--- config.mk ---
export PLATFORM = sky130hd
export DESIGN_NAME = adc_ctrl
export DESIGN_NICKNAME = d
export VERILOG_FILES = /design/src/hdl/adc_ctrl_pkg.sv /design/src/hdl/adc_ctrl.sv
export SDC_FILE = /design/constraint.sdc
export NUM_CORES = 1
export LEC_CHECK = 0
export BUFFER_PORTS_ARGS = -buffer_cell sky130_fd_sc_hd__buf_2
export CAP_MARGIN = 40
export CORE_ASPECT_RATIO = 1.75
export CORE_MARGIN = 2
export CORE_UTILIZATION = 40
export CTS_CLUSTER_DIAMETER = 100
export CTS_CLUSTER_SIZE = 30
export DETAILED_ROUTE_END_ITERATION = 10
export GPL_ROUTABILITY_DRIVEN = 1
export GPL_TIMING_DRIVEN = 0
export SYNTH_ARGS = -nofsm -noshare
export SYNTH_HDL_FRONTEND = slang
export SYNTH_SLANG_ARGS = --single-unit
--- constraint.sdc ---
create_clock -name aclk -period 4.2 [get_ports aclk]
set_input_delay 0.21 -clock aclk [delete_from_list [all_inputs] [get_ports aclk]]
set_output_delay 0.21 -clock aclk [all_outputs]
set_load 0.02 [all_outputs]
--- src/hdl/adc_ctrl_pkg.sv ---
// Package with register map, fields, resets and timing counts of the converter control.
package adc_ctrl_pkg;
    // Register byte offsets.
    localparam logic [7:0] OFF_CTRL1  = 8'h00;
    localparam logic [7:0] OFF_CTRL2  = 8'h04;
    localparam logic [7:0] OFF_RESULT = 8'h08;
    localparam logic [7:0] OFF_CMPVAL = 8'h0c;
    localparam logic [7:0] OFF_CFG    = 8'h10;
    // Channel codes.
    localparam logic [4:0] CH_TEMP    = 5'h1a;
    localparam logic [4:0] CH_BANDGAP = 5'h1b;
    localparam logic [4:0] CH_REFH    = 5'h1d;
    localparam logic [4:0] CH_REFL    = 5'h1e;
    localparam logic [4:0] CH_OFF     = 5'h1f;
    // Field positions.
    localparam int CTRL1_CONT = 5;
    localparam int CTRL1_IEN  = 6;
    localparam int CTRL1_DONE = 7;
    localparam int CTRL2_HW   = 0;
    localparam int CTRL2_CMP  = 1;
    localparam int CTRL2_GE   = 2;
    localparam int CTRL2_ACT  = 7;
    localparam int CFG_DIV    = 2;
    localparam int CFG_MODE   = 4;
    localparam int CFG_LONG   = 6;
    // Reset values.
    localparam logic [7:0] CTRL1_RST = 8'h1f;
    localparam logic [7:0] CTRL2_RST = 8'h00;
    localparam logic [6:0] CFG_RST   = 7'h00;
    // Clock sources and result modes.
    localparam logic [1:0] SRC_BUS  = 2'h0;
    localparam logic [1:0] SRC_HALF = 2'h1;
    localparam logic [1:0] SRC_LOC  = 2'h2;
    localparam logic [1:0] SRC_ALT  = 2'h3;
    localparam logic [1:0] MODE_8   = 2'h0;
    localparam logic [1:0] MODE_12  = 2'h1;
    localparam logic [1:0] MODE_10  = 2'h2;
    // Timing counts in conversion clock ticks and bus cycles, bus response codes and converter states.
    localparam logic [4:0] SAMPLE_SHORT = 5'h04;
    localparam logic [4:0] SAMPLE_LONG  = 5'h14;
    localparam logic [1:0] SETTLE       = 2'h3;
    localparam logic [1:0] RESP_OKAY    = 2'h0;
    localparam logic [1:0] RESP_SLVERR  = 2'h2;
    typedef enum logic [1:0] {
        ST_IDLE   = 2'b00,
        ST_WAIT   = 2'b01,
        ST_SAMPLE = 2'b10,
        ST_CONV   = 2'b11
    } conv_state_e;
endpackage

--- src/hdl/adc_ctrl.sv ---
// Successive-approximation converter control with an AXI4-Lite register slave.
// Notes on behaviour
// - Five-bit channel code selects input, references, off.
// - Reserved codes still convert; value undefined.
// - Codes 11010/11011 route temperature and bandgap.
// - Four selectable conversion clock sources.
// - Alternate input is external reference clock.
// - Alternate clock keeps running in wait.
// - Alternate clock unusable in stop modes.
// - Counter overflow starts conversion when enabled.
// - Trigger works in run, wait, retaining stop.
// - Twelve-bit result, right-justified 12/10/8 bits.
// - Single or continuous; single returns idle, or to wait in trigger mode.
// - Completion flag with tied interrupt request.
// - Compare result less-than or greater-or-equal.
// - Keeps converting in wait and retaining stop.
// - No lowest-power stop behaviour needed.
// - Any CTRL1 write aborts; all but all-ones writes restart.
// - Flag gated by compare; write/read clears.
// - All-ones channel stops without extra conversion.
//
// The AXI4-Lite interface to the registers and the register offsets were chosen for this implementation.
`timescale 1ns/10ps
`default_nettype none
module adc_ctrl #(
    parameter int AW = 8
) (
    // Clock, reset, enable.
    input  wire logic          aclk,
    input  wire logic          aresetn,
    input  wire logic          ce,
    // AXI4-Lite slave.
    input  wire logic [AW-1:0] awaddr,
    input  wire logic          awvalid,
    output logic               awready_ff,
    input  wire logic [31:0]   wdata,
    input  wire logic [3:0]    wstrb,
    input  wire logic          wvalid,
    output logic               wready_ff,
    output logic [1:0]         bresp_ff,
    output logic               bvalid_ff,
    input  wire logic          bready,
    input  wire logic [AW-1:0] araddr,
    input  wire logic          arvalid,
    output logic               arready_ff,
    output logic [31:0]        rdata_ff,
    output logic [1:0]         rresp_ff,
    output logic               rvalid_ff,
    input  wire logic          rready,
    // Clock sources, trigger and power modes from outside.
    input  wire logic          local_async_conv_clock,
    input  wire logic          ext_reference_clock,
    input  wire logic          hw_conversion_trigger,
    input  wire logic          wait_mode,
    input  wire logic          retaining_stop_mode,
    // Analog front end.
    input  wire logic          cmp_in,
    output logic [4:0]         analog_chan_ff,
    output logic               temp_sensor_en_ff,
    output logic               bandgap_en_ff,
    output logic               sample_en_ff,
    output logic               converter_on_ff,
    output logic [11:0]        dac_code_ff,
    output logic               conv_irq_ff
);
    ////////////////////////////////////////////////////////////////////////////
    // Byte-lane merge used by all register writes.
    function automatic logic [31:0] merge(input logic [31:0] o, input logic [31:0] n,
                                          input logic [3:0] s);
        logic [31:0] r;
        r = o;
        for (int i = 0; i < 4; i++) begin
            if (s[i]) begin
                r[i*8 +: 8] = n[i*8 +: 8];
            end
        end
        return r;
    endfunction

    // Right-justifies the raw code to the selected width.
    function automatic logic [11:0] fmt(input logic [11:0] c, input logic [1:0] m);
        if (m == adc_ctrl_pkg::MODE_12) begin
            return c;
        end else if (m == adc_ctrl_pkg::MODE_10) begin
            return {2'h0, c[11:2]};
        end
        return {4'h0, c[11:4]};
    endfunction

    ////////////////////////////////////////////////////////////////////////////
    // Bus handshake state.
    logic [AW-1:0] awaddr_ff, nxt_awaddr;
    logic [31:0]   wdata_ff, nxt_wdata;
    logic [3:0]    wstrb_ff, nxt_wstrb;
    logic          aw_full_ff, nxt_aw_full, w_full_ff, nxt_w_full;
    logic          nxt_awready, nxt_wready, nxt_bvalid, nxt_arready, nxt_rvalid;
    logic [1:0]    nxt_bresp, nxt_rresp;
    logic [31:0]   nxt_rdata;
    logic          do_wr, ar_take, wr_ctrl1, rd_result;
    // Registers and converter state.
    logic [7:0]    ctrl1_ff, nxt_ctrl1;
    logic [2:0]    ctrl2_ff, nxt_ctrl2;
    logic [6:0]    cfg_ff, nxt_cfg;
    logic [11:0]   cmpv_ff, nxt_cmpv, result_ff, nxt_result, nxt_dac, code;
    logic          done_ff, nxt_done;
    adc_ctrl_pkg::conv_state_e state_ff, nxt_state;
    logic [4:0]    cnt_ff, nxt_cnt;
    logic [3:0]    bit_ff, nxt_bit;
    logic [1:0]    settle_ff, nxt_settle;
    logic [2:0]    div_ff, nxt_div, mask;
    logic          half_ff, running, src_tick, conv_tick, hw_evt, finish, hit, set_done;
    logic [2:0]    lc_s, alt_s, trg_s;
    logic [1:0]    stop_s, cmp_s;
    logic [31:0]   wr_val;
    // Field positions used below, taken from the package.
    localparam int CFG_DIV_HI = adc_ctrl_pkg::CFG_DIV + 1;
    localparam int CTRL1_CONT = adc_ctrl_pkg::CTRL1_CONT;
    localparam int CTRL2_GE   = adc_ctrl_pkg::CTRL2_GE;
    localparam int CTRL2_HW   = adc_ctrl_pkg::CTRL2_HW;
    localparam int CTRL2_CMP  = adc_ctrl_pkg::CTRL2_CMP;
    localparam int CFG_LONG   = adc_ctrl_pkg::CFG_LONG;

    ////////////////////////////////////////////////////////////////////////////
    // Write address and data are held until both have arrived, in either order.
    always_comb begin
        nxt_awaddr  = (awvalid && awready_ff) ? awaddr : awaddr_ff;
        nxt_wdata   = (wvalid && wready_ff) ? wdata : wdata_ff;
        nxt_wstrb   = (wvalid && wready_ff) ? wstrb : wstrb_ff;
        do_wr       = aw_full_ff && w_full_ff && !bvalid_ff;
        nxt_aw_full = !do_wr && (aw_full_ff || (awvalid && awready_ff));
        nxt_w_full  = !do_wr && (w_full_ff || (wvalid && wready_ff));
        nxt_awready = !nxt_aw_full;
        nxt_wready  = !nxt_w_full;
        nxt_bvalid  = do_wr || (bvalid_ff && !bready);
        nxt_bresp   = bresp_ff;
        if (do_wr) begin
            nxt_bresp = (awaddr_ff > adc_ctrl_pkg::OFF_CFG || awaddr_ff[1:0] != 2'h0) ?
                        adc_ctrl_pkg::RESP_SLVERR : adc_ctrl_pkg::RESP_OKAY;
        end
        ar_take     = arvalid && arready_ff;
        nxt_arready = ar_take ? 1'b0 : (rvalid_ff && rready) ? 1'b1 : arready_ff;
        nxt_rvalid  = ar_take || (rvalid_ff && !rready);
        nxt_rdata   = rdata_ff;
        nxt_rresp   = rresp_ff;
        rd_result   = ar_take && araddr == adc_ctrl_pkg::OFF_RESULT;
        if (ar_take) begin
            nxt_rresp = adc_ctrl_pkg::RESP_OKAY;
            if (araddr == adc_ctrl_pkg::OFF_CTRL1) begin
                nxt_rdata = {24'h0, done_ff, ctrl1_ff[6:0]};
            end else if (araddr == adc_ctrl_pkg::OFF_CTRL2) begin
                nxt_rdata = {24'h0, running, 4'h0, ctrl2_ff};
            end else if (araddr == adc_ctrl_pkg::OFF_RESULT) begin
                nxt_rdata = {20'h0, result_ff};
            end else if (araddr == adc_ctrl_pkg::OFF_CMPVAL) begin
                nxt_rdata = {20'h0, cmpv_ff};
            end else if (araddr == adc_ctrl_pkg::OFF_CFG) begin
                nxt_rdata = {25'h0, cfg_ff};
            end else begin
                nxt_rdata = 32'h0;
                nxt_rresp = adc_ctrl_pkg::RESP_SLVERR;
            end
        end
    end

    // Registers the bus handshake.
    always_ff @(posedge aclk) begin
        if (!aresetn) begin
            awaddr_ff  <= '0;
            wdata_ff   <= 32'h0;
            wstrb_ff   <= 4'h0;
            aw_full_ff <= 1'b0;
            w_full_ff  <= 1'b0;
            awready_ff <= 1'b1;
            wready_ff  <= 1'b1;
            bvalid_ff  <= 1'b0;
            bresp_ff   <= 2'h0;
            arready_ff <= 1'b1;
            rvalid_ff  <= 1'b0;
            rdata_ff   <= 32'h0;
            rresp_ff   <= 2'h0;
        end else if (ce) begin
            awaddr_ff  <= nxt_awaddr;
            wdata_ff   <= nxt_wdata;
            wstrb_ff   <= nxt_wstrb;
            aw_full_ff <= nxt_aw_full;
            w_full_ff  <= nxt_w_full;
            awready_ff <= nxt_awready;
            wready_ff  <= nxt_wready;
            bvalid_ff  <= nxt_bvalid;
            bresp_ff   <= nxt_bresp;
            arready_ff <= nxt_arready;
            rvalid_ff  <= nxt_rvalid;
            rdata_ff   <= nxt_rdata;
            rresp_ff   <= nxt_rresp;
        end
    end

    ////////////////////////////////////////////////////////////////////////////
    // Clock source selection, division and gating of the conversion clock.
    always_comb begin
        running = state_ff[1];
        mask    = 3'((4'h1 << cfg_ff[CFG_DIV_HI -: 2]) - 4'h1);
        case (cfg_ff[1:0])
            adc_ctrl_pkg::SRC_BUS:  src_tick = 1'b1;
            adc_ctrl_pkg::SRC_HALF: src_tick = half_ff;
            adc_ctrl_pkg::SRC_LOC:  src_tick = lc_s[1] && !lc_s[2];
            default:                src_tick = alt_s[1] && !alt_s[2] && !stop_s[1];
        endcase
        conv_tick = running && src_tick && ((div_ff & mask) == mask);
        nxt_div   = !running ? 3'h0 : src_tick ? div_ff + 3'h1 : div_ff;
        hw_evt    = trg_s[1] && !trg_s[2];
    end
    ////////////////////////////////////////////////////////////////////////////
    // Register writes, start and stop control and the approximation sequence.
    always_comb begin
        wr_ctrl1   = do_wr && awaddr_ff == adc_ctrl_pkg::OFF_CTRL1;
        wr_val     = 32'h0;
        nxt_ctrl1  = ctrl1_ff;
        nxt_ctrl2  = ctrl2_ff;
        nxt_cfg    = cfg_ff;
        nxt_cmpv   = cmpv_ff;
        if (wr_ctrl1) begin
            wr_val    = merge({24'h0, ctrl1_ff}, wdata_ff, wstrb_ff);
            nxt_ctrl1 = wr_val[7:0];
        end else if (do_wr && awaddr_ff == adc_ctrl_pkg::OFF_CTRL2) begin
            wr_val    = merge({29'h0, ctrl2_ff}, wdata_ff, wstrb_ff);
            nxt_ctrl2 = wr_val[2:0];
        end else if (do_wr && awaddr_ff == adc_ctrl_pkg::OFF_CMPVAL) begin
            wr_val   = merge({20'h0, cmpv_ff}, wdata_ff, wstrb_ff);
            nxt_cmpv = wr_val[11:0];
        end else if (do_wr && awaddr_ff == adc_ctrl_pkg::OFF_CFG) begin
            wr_val  = merge({25'h0, cfg_ff}, wdata_ff, wstrb_ff);
            nxt_cfg = wr_val[6:0];
        end
        nxt_state  = state_ff;
        nxt_cnt    = cnt_ff;
        nxt_bit    = bit_ff;
        nxt_settle = (settle_ff != 2'h0) ? settle_ff - 2'h1 : settle_ff;
        nxt_dac    = dac_code_ff;
        nxt_result = result_ff;
        finish     = 1'b0;
        code       = dac_code_ff;
        hit        = 1'b0;
        if (!cmp_s[1]) begin
            code[bit_ff] = 1'b0;
        end
        case (state_ff)
            adc_ctrl_pkg::ST_SAMPLE: begin
                if (conv_tick) begin
                    nxt_cnt = cnt_ff - 5'h1;
                    if (cnt_ff == 5'h1) begin
                        nxt_state  = adc_ctrl_pkg::ST_CONV;
                        nxt_bit    = 4'hb;
                        nxt_dac    = 12'h800;
                        nxt_settle = adc_ctrl_pkg::SETTLE;
                    end
                end
            end
            adc_ctrl_pkg::ST_CONV: begin
                if (conv_tick && settle_ff == 2'h0) begin
                    nxt_dac = code;
                    if (bit_ff == 4'h0) begin
                        finish     = 1'b1;
                        nxt_result = fmt(code, cfg_ff[5:4]);
                        hit        = ctrl2_ff[CTRL2_GE] ? nxt_result >= cmpv_ff
                                                        : nxt_result < cmpv_ff;
                        nxt_state  = ctrl1_ff[CTRL1_CONT] ? adc_ctrl_pkg::ST_SAMPLE :
                                     ctrl2_ff[CTRL2_HW] ? adc_ctrl_pkg::ST_WAIT :
                                     adc_ctrl_pkg::ST_IDLE;
                    end else begin
                        nxt_bit    = bit_ff - 4'h1;
                        nxt_dac[bit_ff - 4'h1] = 1'b1;
                        nxt_settle = adc_ctrl_pkg::SETTLE;
                    end
                end
            end
            adc_ctrl_pkg::ST_WAIT: begin
                if (hw_evt) begin
                    nxt_state = adc_ctrl_pkg::ST_SAMPLE;
                end
            end
            default: begin
                nxt_state = adc_ctrl_pkg::ST_IDLE;
            end
        endcase
        if (wr_ctrl1) begin
            if (nxt_ctrl1[4:0] == adc_ctrl_pkg::CH_OFF) begin
                nxt_state = adc_ctrl_pkg::ST_IDLE;
            end else if (nxt_ctrl2[CTRL2_HW]) begin
                nxt_state = adc_ctrl_pkg::ST_WAIT;
            end else begin
                nxt_state = adc_ctrl_pkg::ST_SAMPLE;
            end
        end
        if ((nxt_state == adc_ctrl_pkg::ST_SAMPLE && state_ff != adc_ctrl_pkg::ST_SAMPLE) ||
            wr_ctrl1 || finish) begin
            nxt_cnt = cfg_ff[CFG_LONG] ? adc_ctrl_pkg::SAMPLE_LONG : adc_ctrl_pkg::SAMPLE_SHORT;
        end
        set_done = finish && (!ctrl2_ff[CTRL2_CMP] || hit);
        nxt_done = set_done || (done_ff && !wr_ctrl1 && !rd_result);
    end
    // Registers control, synchronisers and outputs; the pins pass two flops first.
    always_ff @(posedge aclk) begin
        if (!aresetn) begin
            ctrl1_ff  <= adc_ctrl_pkg::CTRL1_RST;
            ctrl2_ff  <= adc_ctrl_pkg::CTRL2_RST[2:0];
            cfg_ff    <= adc_ctrl_pkg::CFG_RST;
            cmpv_ff   <= 12'h000;
            result_ff <= 12'h000;
            done_ff   <= 1'b0;
            state_ff  <= adc_ctrl_pkg::ST_IDLE;
            cnt_ff    <= 5'h00;
            bit_ff    <= 4'h0;
            settle_ff <= 2'h0;
            div_ff    <= 3'h0;
            half_ff   <= 1'b0;
            lc_s      <= 3'h0;
            alt_s     <= 3'h0;
            trg_s     <= 3'h0;
            stop_s    <= 2'h0;
            cmp_s     <= 2'h0;
            dac_code_ff       <= 12'h000;
            analog_chan_ff    <= adc_ctrl_pkg::CH_OFF;
            temp_sensor_en_ff <= 1'b0;
            bandgap_en_ff     <= 1'b0;
            sample_en_ff      <= 1'b0;
            converter_on_ff   <= 1'b0;
            conv_irq_ff       <= 1'b0;
        end else if (ce) begin
            ctrl1_ff  <= nxt_ctrl1;
            ctrl2_ff  <= nxt_ctrl2;
            cfg_ff    <= nxt_cfg;
            cmpv_ff   <= nxt_cmpv;
            result_ff <= nxt_result;
            done_ff   <= nxt_done;
            state_ff  <= nxt_state;
            cnt_ff    <= nxt_cnt;
            bit_ff    <= nxt_bit;
            settle_ff <= nxt_settle;
            div_ff    <= nxt_div;
            half_ff   <= !half_ff;
            lc_s      <= {lc_s[1:0], local_async_conv_clock};
            alt_s     <= {alt_s[1:0], ext_reference_clock};
            trg_s     <= {trg_s[1:0], hw_conversion_trigger};
            stop_s    <= {stop_s[0], retaining_stop_mode};
            cmp_s     <= {cmp_s[0], cmp_in};
            dac_code_ff       <= nxt_dac;
            analog_chan_ff    <= nxt_ctrl1[4:0];
            temp_sensor_en_ff <= nxt_ctrl1[4:0] == adc_ctrl_pkg::CH_TEMP;
            bandgap_en_ff     <= nxt_ctrl1[4:0] == adc_ctrl_pkg::CH_BANDGAP;
            sample_en_ff      <= nxt_state == adc_ctrl_pkg::ST_SAMPLE;
            converter_on_ff   <= nxt_state[1];
            conv_irq_ff       <= nxt_done && nxt_ctrl1[adc_ctrl_pkg::CTRL1_IEN];
        end
    end
endmodule
`default_nettype wire

==> results, run 1 <==
- The distinct cell type count of the synthesized netlist is between 60 and 70.
- The post-synthesis share of cell area spent on xor and xnor gates is less than 1%.
- For the pin with the worst max-slew slack, the measured transition is ~0.95 ns.
- The routed wire length on met2 is around 11000 um.
- Yosys attributes the largest share of cell area to sky130_fd_sc_hd__dfxtp_1, sky130_fd_sc_hd__mux2i_1, sky130_fd_sc_hd__nor2_1.
- In this run the power density over the cells is just under 400 nW/um^2.
- The number of levels in the clock H-tree is 4.
- The flow ran to the end, and the final reports show no timing, DRC or antenna violations.
- On the final layout, the worst clock skew is 0.00892 ns.
- The detailed router put a total of around 7800 um of wire on met1.
- The part of the Yosys area used for sequential elements is approximately two fifths.
- Subtracting the final worst setup slack from the clock period gives around 3.8 ns.
- The count of synthesis-stage warnings from yosys is 0.
- Measured against the total synthesized area, the mux share comes to roughly an eighth.
- The synthesized design devotes to its leading area cell type between 30 and 40% of total area.
- The cell with the largest stage delay on the worst path is sky130_fd_sc_hd__a21boi_0.
- The reported max-cap violation count is 0.
- A synthesized cell averages slightly above 8 um^2.
- The count of buffers added on input and output ports is 82.
- The highest routed metal layer is met4.
- The placed standard-cell area is about 7400 um^2.
- Counting every instance in the synthesized netlist gives ~810.
- The horizontal extent of the die is 101 um.
- The number of antenna violations at the first check in global routing is 0.
- At the end of routability-driven placement, the weighted congestion stood at just under 0.9.
- In this run, the number of DRC markers left after iteration 0 of detailed routing was approximately 240.
- The critical path starts at bit_ff[3].
- The startpoint class of the critical path is a flip-flop.
- The final-report max-slew violation count is 0.
- In this run the tightest slew margin relative to its limit is between 30% and 40%.
- In the global route stage, overall resource usage came out at about 23%.
- The maximum cell stage delay along the critical path is 0.50 ns.
- After synthesis the cells add up to 6650 um^2.
- The floorplan core area is 16400 um^2.
- The basic-gate share of the synthesized area counting and, or, nand and nor cells is 21.0%.
- The standard-cell row count is between 60 and 70.
- Clock latency on the worst-skew pair, taken at its later pin, is ~0.42 ns.
- Walking the worst path, the cells encountered are clkbuf_1 > nor3b_1 > a21boi_0 > mux2i_1 > o21ai_0 > ha_1 > a21o_1 > a21o_1 > a21oi_1 > o21ai_0 > o41ai_1 > o311ai_0 > a21oi_1.
- The antenna diode count is 0.
- Compared with the post-synthesis result, the final layout area differs by 20.8%.
- The die is around 170 um tall.
- After detailed routing, the met3 layer carries between 700 and 800 um of wire.
- The area of the die is 17700 um^2.
- The number of vias per cell is a little over 5.
- Detailed placement ended at an HPWL of roughly 15000 um.
- The hold buffer count at cts is 0.
- The ratio of cells with drive above 1 in the final layout is between 10% and 20%.
- The worst register-to-register path begins at bit_ff[3].
- The adder-cell share of the synthesized area is between 3 and 4%.
- The number of gates given a new drive strength after cts is 0.
- The final core area utilization is 49.1%.
- The largest net degree at the start of global routing is 17.
- Clock tree synthesis inserted a total of 17 buffers.
- The buffer levels on the longest clock path is 2.
- For this design the top-level I/O count stands at roughly 130.
- The number of cells on the worst reg-to-reg path is 13.
- Global routing finished with a remaining overflow of 0.
- For this run, the post-layout net count is approximately 1000.
- Yosys mapped a number of flops with a built-in enable equal to 0.
- The tightest min-delay check is of the in2reg type.
- The TritonCTS clock tree is built.
- Summed over all cells, the static leakage comes to between 3 and 4 nW.
- The biggest area contributor in the post-synthesis netlist is sky130_fd_sc_hd__dfxtp_1.
- For hold timing, the worst endpoint is wdata_ff[11].
- The number of flip-flops and latches in the synthesized netlist is about 130.
- The first-pass GRT wire length is between 30000 and 40000 um.
- VDD sags by at most slightly above 0.2 mV.
- STA puts the critical path data arrival time at 4.17 ns.
- Wires add up to 19900 um.
- The clock slew seen by the registers of the worst setup and hold paths is 0.07 ns.
- The maximum clock frequency is 0.262 GHz.
- After clock tree synthesis, the setup repair step added 0 buffers.
- Setup slack on the worst reg-to-reg path comes out at 0.38 ns.
- After synthesis, the largest family of logic cells by area is simple AND/OR/NAND/NOR gates.
- The startpoint identified for the worst hold timing path is wdata[11].
- The worst setup path is of the reg2reg kind.
- Of the available clock period, the critical path in the final layout requires roughly nine tenths.
- The synthesized netlist devotes between 10% and 20% of its cell area to compound gates.
- The detailed router placed about 6000 vias in this run.
- The finished cells cover around 8000 um^2.
- The number of global-route vias before repair is 5794.
- The count of final hold-check violations is 0.
- The endpoint of the most critical register-to-register path is conv_irq_ff.
- Setup repair after global routing left no endpoint under its margin.
- The tree is rooted in a sky130_fd_sc_hd__clkbuf_16.
- The total DRC errors in the routed layout is 0.
- Counting flops with an async set or reset pin after synthesis yields a share of 0%.
- The first detailed-routing pass took 4 iterations.
- In this run the remaining antenna-violating nets after routing total 0.
- The cell depth of the worst hold path is 3.
- The total negative slack is 0 ns.
- The largest driver fanout on the critical path is 10.
- In the synthesized netlist the dominant register cell turns out to be sky130_fd_sc_hd__dfxtp_1.
- The count of final setup violators is 0.
- STA puts the critical path data required time at ~4.6 ns.
- The starting density of the core is 40.6%.
- The number of clock sinks seen by CTS is roughly 130.
- The nature of the critical path endpoint is a flip-flop.
- The wire length per cell after detailed routing is ~17 um.
==> cells by family (layout without fill, tap and decap cells) <==
kind of cell / count (synthesis) / count (layout)
other: 1 / 22
AO/OA/AOI/OAI: 169 / 169
adder cells (fa/ha/maj): 21 / 21
XOR/XNOR: 7 / 7
buffers and inverters: 91 / 205
flip-flops: 131 / 131
AND/OR/NAND/NOR: 311 / 311
multiplexers: 77 / 77
==> worst max path at each step <==
stage	cells past startpoint	end	slack, ns
3_3_place_gp	13	conv_irq_ff	0.54
5_1_grt	13	conv_irq_ff	0.09
3_5_place_dp	13	conv_irq_ff	0.52
4_1_cts	13	conv_irq_ff	0.48
6_report	13	conv_irq_ff	0.38
2_1_floorplan	15	conv_irq_ff	1.15
==> placed cells by master (no fill, tap or decap), drive strengths merged, types with 4 or more instances in the layout <==
cell | synthesis | final
ha | 21 | 21
inv | 24 | 32
nand2 | 99 | 99
nor3b | 7 | 7
mux2i | 71 | 71
a211oi | 7 | 7
and2 | 5 | 5
or3 | 5 | 5
clkbuf | 35 | 52
clkinv | 0 | 5
a21boi | 7 | 7
o221ai | 4 | 4
nor2b | 4 | 4
xor2 | 4 | 4
nor3 | 17 | 17
buf | 32 | 114
nand3 | 11 | 11
nor2 | 125 | 125
a21o | 4 | 4
nand4 | 13 | 13
mux2 | 5 | 5
conb | 1 | 22
nand2b | 6 | 6
o21ai | 37 | 37
and3 | 6 | 6
o21a | 4 | 4
dfxtp | 131 | 131
a21oi | 75 | 75
==> layout make-up <==
class	instances	area, um^2
sequential	131	2620
clock buffer	17	425
multi-input combinational	607	3660
fill	1661	8330
inverter	24	90.1
tap	224	280
clock inverter	15	190
timing repair buffer	82	410
buffer	67	355
==> cell usage after synthesis, types with 4 or more instances <==
master,instances
sky130_fd_sc_hd__dfxtp_1,131
sky130_fd_sc_hd__nor2_1,124
sky130_fd_sc_hd__nand2_1,99
sky130_fd_sc_hd__a21oi_1,75
sky130_fd_sc_hd__mux2i_1,71
sky130_fd_sc_hd__o21ai_0,37
sky130_fd_sc_hd__clkbuf_1,35
sky130_fd_sc_hd__buf_4,27
sky130_fd_sc_hd__inv_1,24
sky130_fd_sc_hd__ha_1,21
sky130_fd_sc_hd__nor3_1,16
sky130_fd_sc_hd__nand4_1,13
sky130_fd_sc_hd__nand3_1,11
sky130_fd_sc_hd__a211oi_1,7
sky130_fd_sc_hd__a21boi_0,6
sky130_fd_sc_hd__and3_1,6
sky130_fd_sc_hd__nand2b_1,6
sky130_fd_sc_hd__and2_1,5
sky130_fd_sc_hd__mux2_2,5
sky130_fd_sc_hd__nor3b_1,5
sky130_fd_sc_hd__or3_1,5
sky130_fd_sc_hd__a21o_1,4
sky130_fd_sc_hd__nor2b_1,4
sky130_fd_sc_hd__o21a_1,4
sky130_fd_sc_hd__o221ai_1,4
sky130_fd_sc_hd__xor2_1,4
==> report_power, final <==
group,switching (mW),leakage (nW),internal [mW]
clock,0.643,0.305,0.906
sequential,0.0298,1.06,1.27
combinational,0.161,2.02,0.0936
total,0.834,3.39,2.27
==> stage by stage <==
step | setup slack [ns] | hold slack (ns) | total power, mW | std cells
after CTS | 0.477 | 0.00321 | 3.13 | 1167
after global placement | 0.545 | 0.446 | 1.58 | 1135
after detailed placement | 0.516 | 0.449 | 1.59 | 1135
after floorplan | 1.15 | 0.346 | 1.50 | 829
final | 0.382 | 0.0164 | 3.11 | 1167
after global routing | 0.0899 | 0.0222 | 3.21 | 1167
==> critical path: cells and delay by family (launching register included) <==
family                   cells  cell delay, ns
buffers and inverters        1            0.35
multiplexers                 1            0.18
AND/OR/NAND/NOR              1            0.15
adder cells (fa/ha/maj)      1            0.35
AO/OA/AOI/OAI                9            2.36
flip-flops                   1            0.35
==> registers in the layout, indices dropped and copies added (netlist names), 4 cells and up <==
name            cells
analog_chan_ff      4
awaddr_ff           8
bit_ff              4
cfg_ff              7
cmpv_ff            12
cnt_ff              5
dac_code_ff        12
rdata_ff           12
result_ff          12
wdata_ff           12
==> per-layer routing <==
layer	track usage, %	vias to the layer above
met1	24.0	2828
met5	0	-
met3	4.32	30
li1	-	3013
met4	10.4	0
met2	42.6	150
Note: power is estimated with default switching activity, not from simulation.
==> inputs of run 2 (changes only) <==
--- a/config.mk
+++ b/config.mk
@@ -16,4 +16,5 @@
 export GPL_ROUTABILITY_DRIVEN = 1
 export GPL_TIMING_DRIVEN = 0
+export PLACE_DENSITY = 0.68
 export SYNTH_ARGS = -nofsm -noshare
 export SYNTH_HDL_FRONTEND = slang
==> constraint.sdc (replaced) <==
create_clock -name aclk -period 4.2 [get_ports aclk]
set_input_delay 0.42 -clock aclk [delete_from_list [all_inputs] [get_ports aclk]]
set_output_delay 0.42 -clock aclk [all_outputs]
set_load 0.02 [all_outputs]
==> run 2 against run 1 <==
  * First-iteration DRC count is 49% higher
  * Sequential cell count stayed put
  * Fmax is 3.5% higher
  * Critical path type unchanged
  * Critical endpoint unchanged
  * Largest cell class unchanged
==> results, run 2 (synthesis gave the netlist of run 1 again) <==
- The static leakage power is 3.37 nW (-0.61%).
- The die boundary height is 175 um (unchanged).
- The horizontal extent of the die came to 101 um (unchanged).
- The switching part of the total is 26.6% (-0.26 points).
- The number of vias per cell was 5.33 (+3.4%).
- The worst register-to-register path ends at conv_irq_ff.
- The number of placed cells counting well taps is 1135 (unchanged).
- The required time at the worst-slack endpoint is 4.47 ns (-0.08 ns).
- The number of gates given a new drive strength after cts is 0 (unchanged).
- The power density over cell area came to 384 nW/um^2 (-0.62%).
- The total overflow reported by the global router is 0 (unchanged).
- The number of nets in the layout is 1017 (unchanged).
- The boundary pin count was 129 (unchanged).
- The number of levels in the clock H-tree came to 4 (unchanged).
- The buffer levels on the longest clock path is 2 (unchanged).
- The area added between synthesis and finish is 20.5%.
- The measured slew at the worst slew-check pin is 0.890 ns (-0.0590 ns).
- In the layout the commonest cells are sky130_fd_sc_hd__dfxtp_1, sky130_fd_sc_hd__nor2_1, sky130_fd_sc_hd__nand2_1.
- The standard-cell row count was 62 (unchanged).
- The number of DRC violations after detailed-routing iteration 0 is 362 (+49%).
- The number of optimization iterations in the first detailed-route pass is 5 (+1).
- The library cell used most frequently in the layout, excluding fill and tap cells, is sky130_fd_sc_hd__dfxtp_1.
- The critical path arrival came to 3.96 ns (-0.21 ns).
- Setup repair after global routing left no endpoint under its margin.
- The ratio of cells with drive above 1 in the final layout is 17.2% (-0.11 points).
- The clock network fraction of design power is 49.3% (-0.6 points).
- The number of antenna violations at the first check in global routing came to 0 (unchanged).
- The worst min-delay path category is in2reg.
- The CTS buffer count is 17 (unchanged).
- The reported max-cap violation count is 0 (unchanged).
- The all-layer global routing usage was 22.5% (-0.31 points).
- The share of total power in combinational logic is 8.3% (about the same).
- The post-detailed-placement half-perimeter wirelength is 14900 um (-2.1%).
- The time the final worst path needs with I/O delays and setup is 3.69 ns (-0.129 ns).
- The starting density of the core was 40.6% (unchanged).
- The largest driver fanout on the critical path came to 10 (unchanged).
- The maximum clock skew at final layout is 0.0138 ns (+0.00485 ns).
- The flow ran to the end, and the final reports show no timing, DRC or antenna violations.
- The cell depth of the worst hold path is 3 (unchanged).
- The total length of routed wires is 19700 um (-0.66%).
- The startpoint class of the critical path is a flip-flop.
- The total DRC errors in the routed layout is 0 (unchanged).
- The largest net degree at the start of global routing came to 17 (unchanged).
- The TritonCTS clock tree is built.
- The internal power summed over all cells came to 2.26 mW (-0.53%).
- The number of global-route vias before repair is 6005 (+3.6%).
- The routability congestion estimate is 0.922 (+3.7%).
- The switching component of the power is 0.819 mW (-1.8%).
- The critical path is of the reg2reg type.
- The nature of the critical path endpoint is a flip-flop.
- The remaining number of nets flagged by the antenna check after routing was 0 (unchanged).
- The startpoint identified for the worst register-to-register timing path is bit_ff[2].
- The relative slew slack is 40.3% (+4.0 points).
- The maximum clock frequency is 0.271 GHz (+3.5%).
- The total negative slack is 0 ns (unchanged).
- The count of final hold-check violations is 0 (unchanged).
- The total setup buffers inserted after CTS is 0 (unchanged).
- The final non-filler cell total is 1167 (unchanged).
- The final worst-path cycle share came to 87.8% (-3.1 points).
- The clock slew seen by the registers of the worst setup and hold paths came to 0.07 ns (about the same).
- The hold buffer count at cts is 0 (unchanged).
- The depth of the most critical reg-to-reg path is 13 (unchanged).
- The final core area utilization is 49.0% (-0.13 points).
- The total of buffers placed on input and output ports is 82 (unchanged).
- The antenna diode count is 0 (unchanged).
- The final-report max-slew violation count came to 0 (unchanged).
- The sequential power share is 42.4% (+0.5 points).
- The number of clock sinks seen by CTS is 131 (unchanged).
- The count of final setup violators is 0 (unchanged).
- The root buffer cell is sky130_fd_sc_hd__clkbuf_16.
- Following the worst setup path forward leads to its endpoint at conv_irq_ff.
- Tracing the worst setup path back leads to its startpoint at bit_ff[2].
- The clock insertion delay at the later pin of the skew report is 0.43 ns (about the same).
- The total power draw was 3.08 mW (-0.88%).
- The setup slack of the most critical reg-to-reg path is 0.51 ns (+0.13 ns).
- The worst IR drop on VDD is 0.199 mV (-2.2%).
- The via count is 6223 (+3.4%).
- The first-pass GRT wire length is 30700 um (+0.41%).
- The floorplan core area is 16400 um^2 (unchanged).
- The wire length per cell after detailed routing is 16.9 um (-0.66%).
- The area of the die came to 17700 um^2 (unchanged).
[run 2: cell types whose count changed in the layout (fill, tap and decap cells not counted)]
cell	previous run	this run
sky130_fd_sc_hd__clkinv_4	3	0
sky130_fd_sc_hd__clkinvlp_4	0	3
sky130_fd_sc_hd__clkbuf_1	35	36
sky130_fd_sc_hd__inv_6	3	5
sky130_fd_sc_hd__clkinv_8	1	0
sky130_fd_sc_hd__inv_8	5	3
[run 2: worst min-delay path by stage]
stage                       from            to  slack (ns)
floorplan            wdata_ff[7]   wdata_ff[7]        0.44
global placement    awaddr_ff[0]  awaddr_ff[0]        0.44
detailed placement  awaddr_ff[1]  awaddr_ff[1]        0.45
CTS                     wdata[0]   wdata_ff[0]        0.23
global route            wdata[0]   wdata_ff[0]        0.23
finish                  wdata[0]   wdata_ff[0]        0.23
[run 2: layout make-up]
cell class | instances | area (um^2)
fill | 1644 | 8350
clock inverter | 14 | 165
inverter | 24 | 90.1
timing repair buffer | 82 | 410
multi-input combinational | 607 | 3660
buffer | 67 | 355
tap | 224 | 280
clock buffer | 18 | 429
sequential | 131 | 2620
[run 2: metal layers]
metal / track usage, % / part of all wire [%] / wire length, um / up-vias
met5: 0 / 0 / 0 / -
met4: 12.4 / 5.0 / 984 / 0
met3: 3.52 / 4.5 / 880 / 71
met2: 41.3 / 54 / 10600 / 226
met1: 23.8 / 37 / 7290 / 2912
li1: - / - / - / 3014
[run 2: worst max-delay path, cell delays in order, from the launching register on]
cell	delay (ns)
sky130_fd_sc_hd__dfxtp_1	0.34
sky130_fd_sc_hd__clkbuf_1	0.35
sky130_fd_sc_hd__nor3b_1	0.42
sky130_fd_sc_hd__a21boi_0	0.29
sky130_fd_sc_hd__mux2i_1	0.20
sky130_fd_sc_hd__o21ai_0	0.16
sky130_fd_sc_hd__ha_1	0.34
sky130_fd_sc_hd__a21o_1	0.16
sky130_fd_sc_hd__a21o_1	0.16
sky130_fd_sc_hd__a21oi_1	0.12
sky130_fd_sc_hd__o21ai_0	0.15
sky130_fd_sc_hd__o21ba_2	0.25
sky130_fd_sc_hd__o311ai_0	0.45
sky130_fd_sc_hd__a21oi_1	0.13
[run 2: power groups by stage]
stage	Clock, mW	Combinational [mW]	Sequential (mW)
after CTS	1.52	0.254	1.30
after global placement	0	0.251	1.33
final	1.52	0.255	1.31
after global routing	1.58	0.279	1.31
after detailed placement	0	0.252	1.33
after floorplan	0	0.166	1.33
[run 2: per-stage QoR]
step / setup WS [ns] / cell area [um^2] / hold slack, ns
floorplan: 1.15 / 6730 / 0.436
global placement: 0.611 / 7420 / 0.445
detailed placement: 0.593 / 7420 / 0.449
CTS: 0.544 / 8010 / 0.231
global route: 0.0549 / 8010 / 0.231
finish: 0.511 / 8010 / 0.228
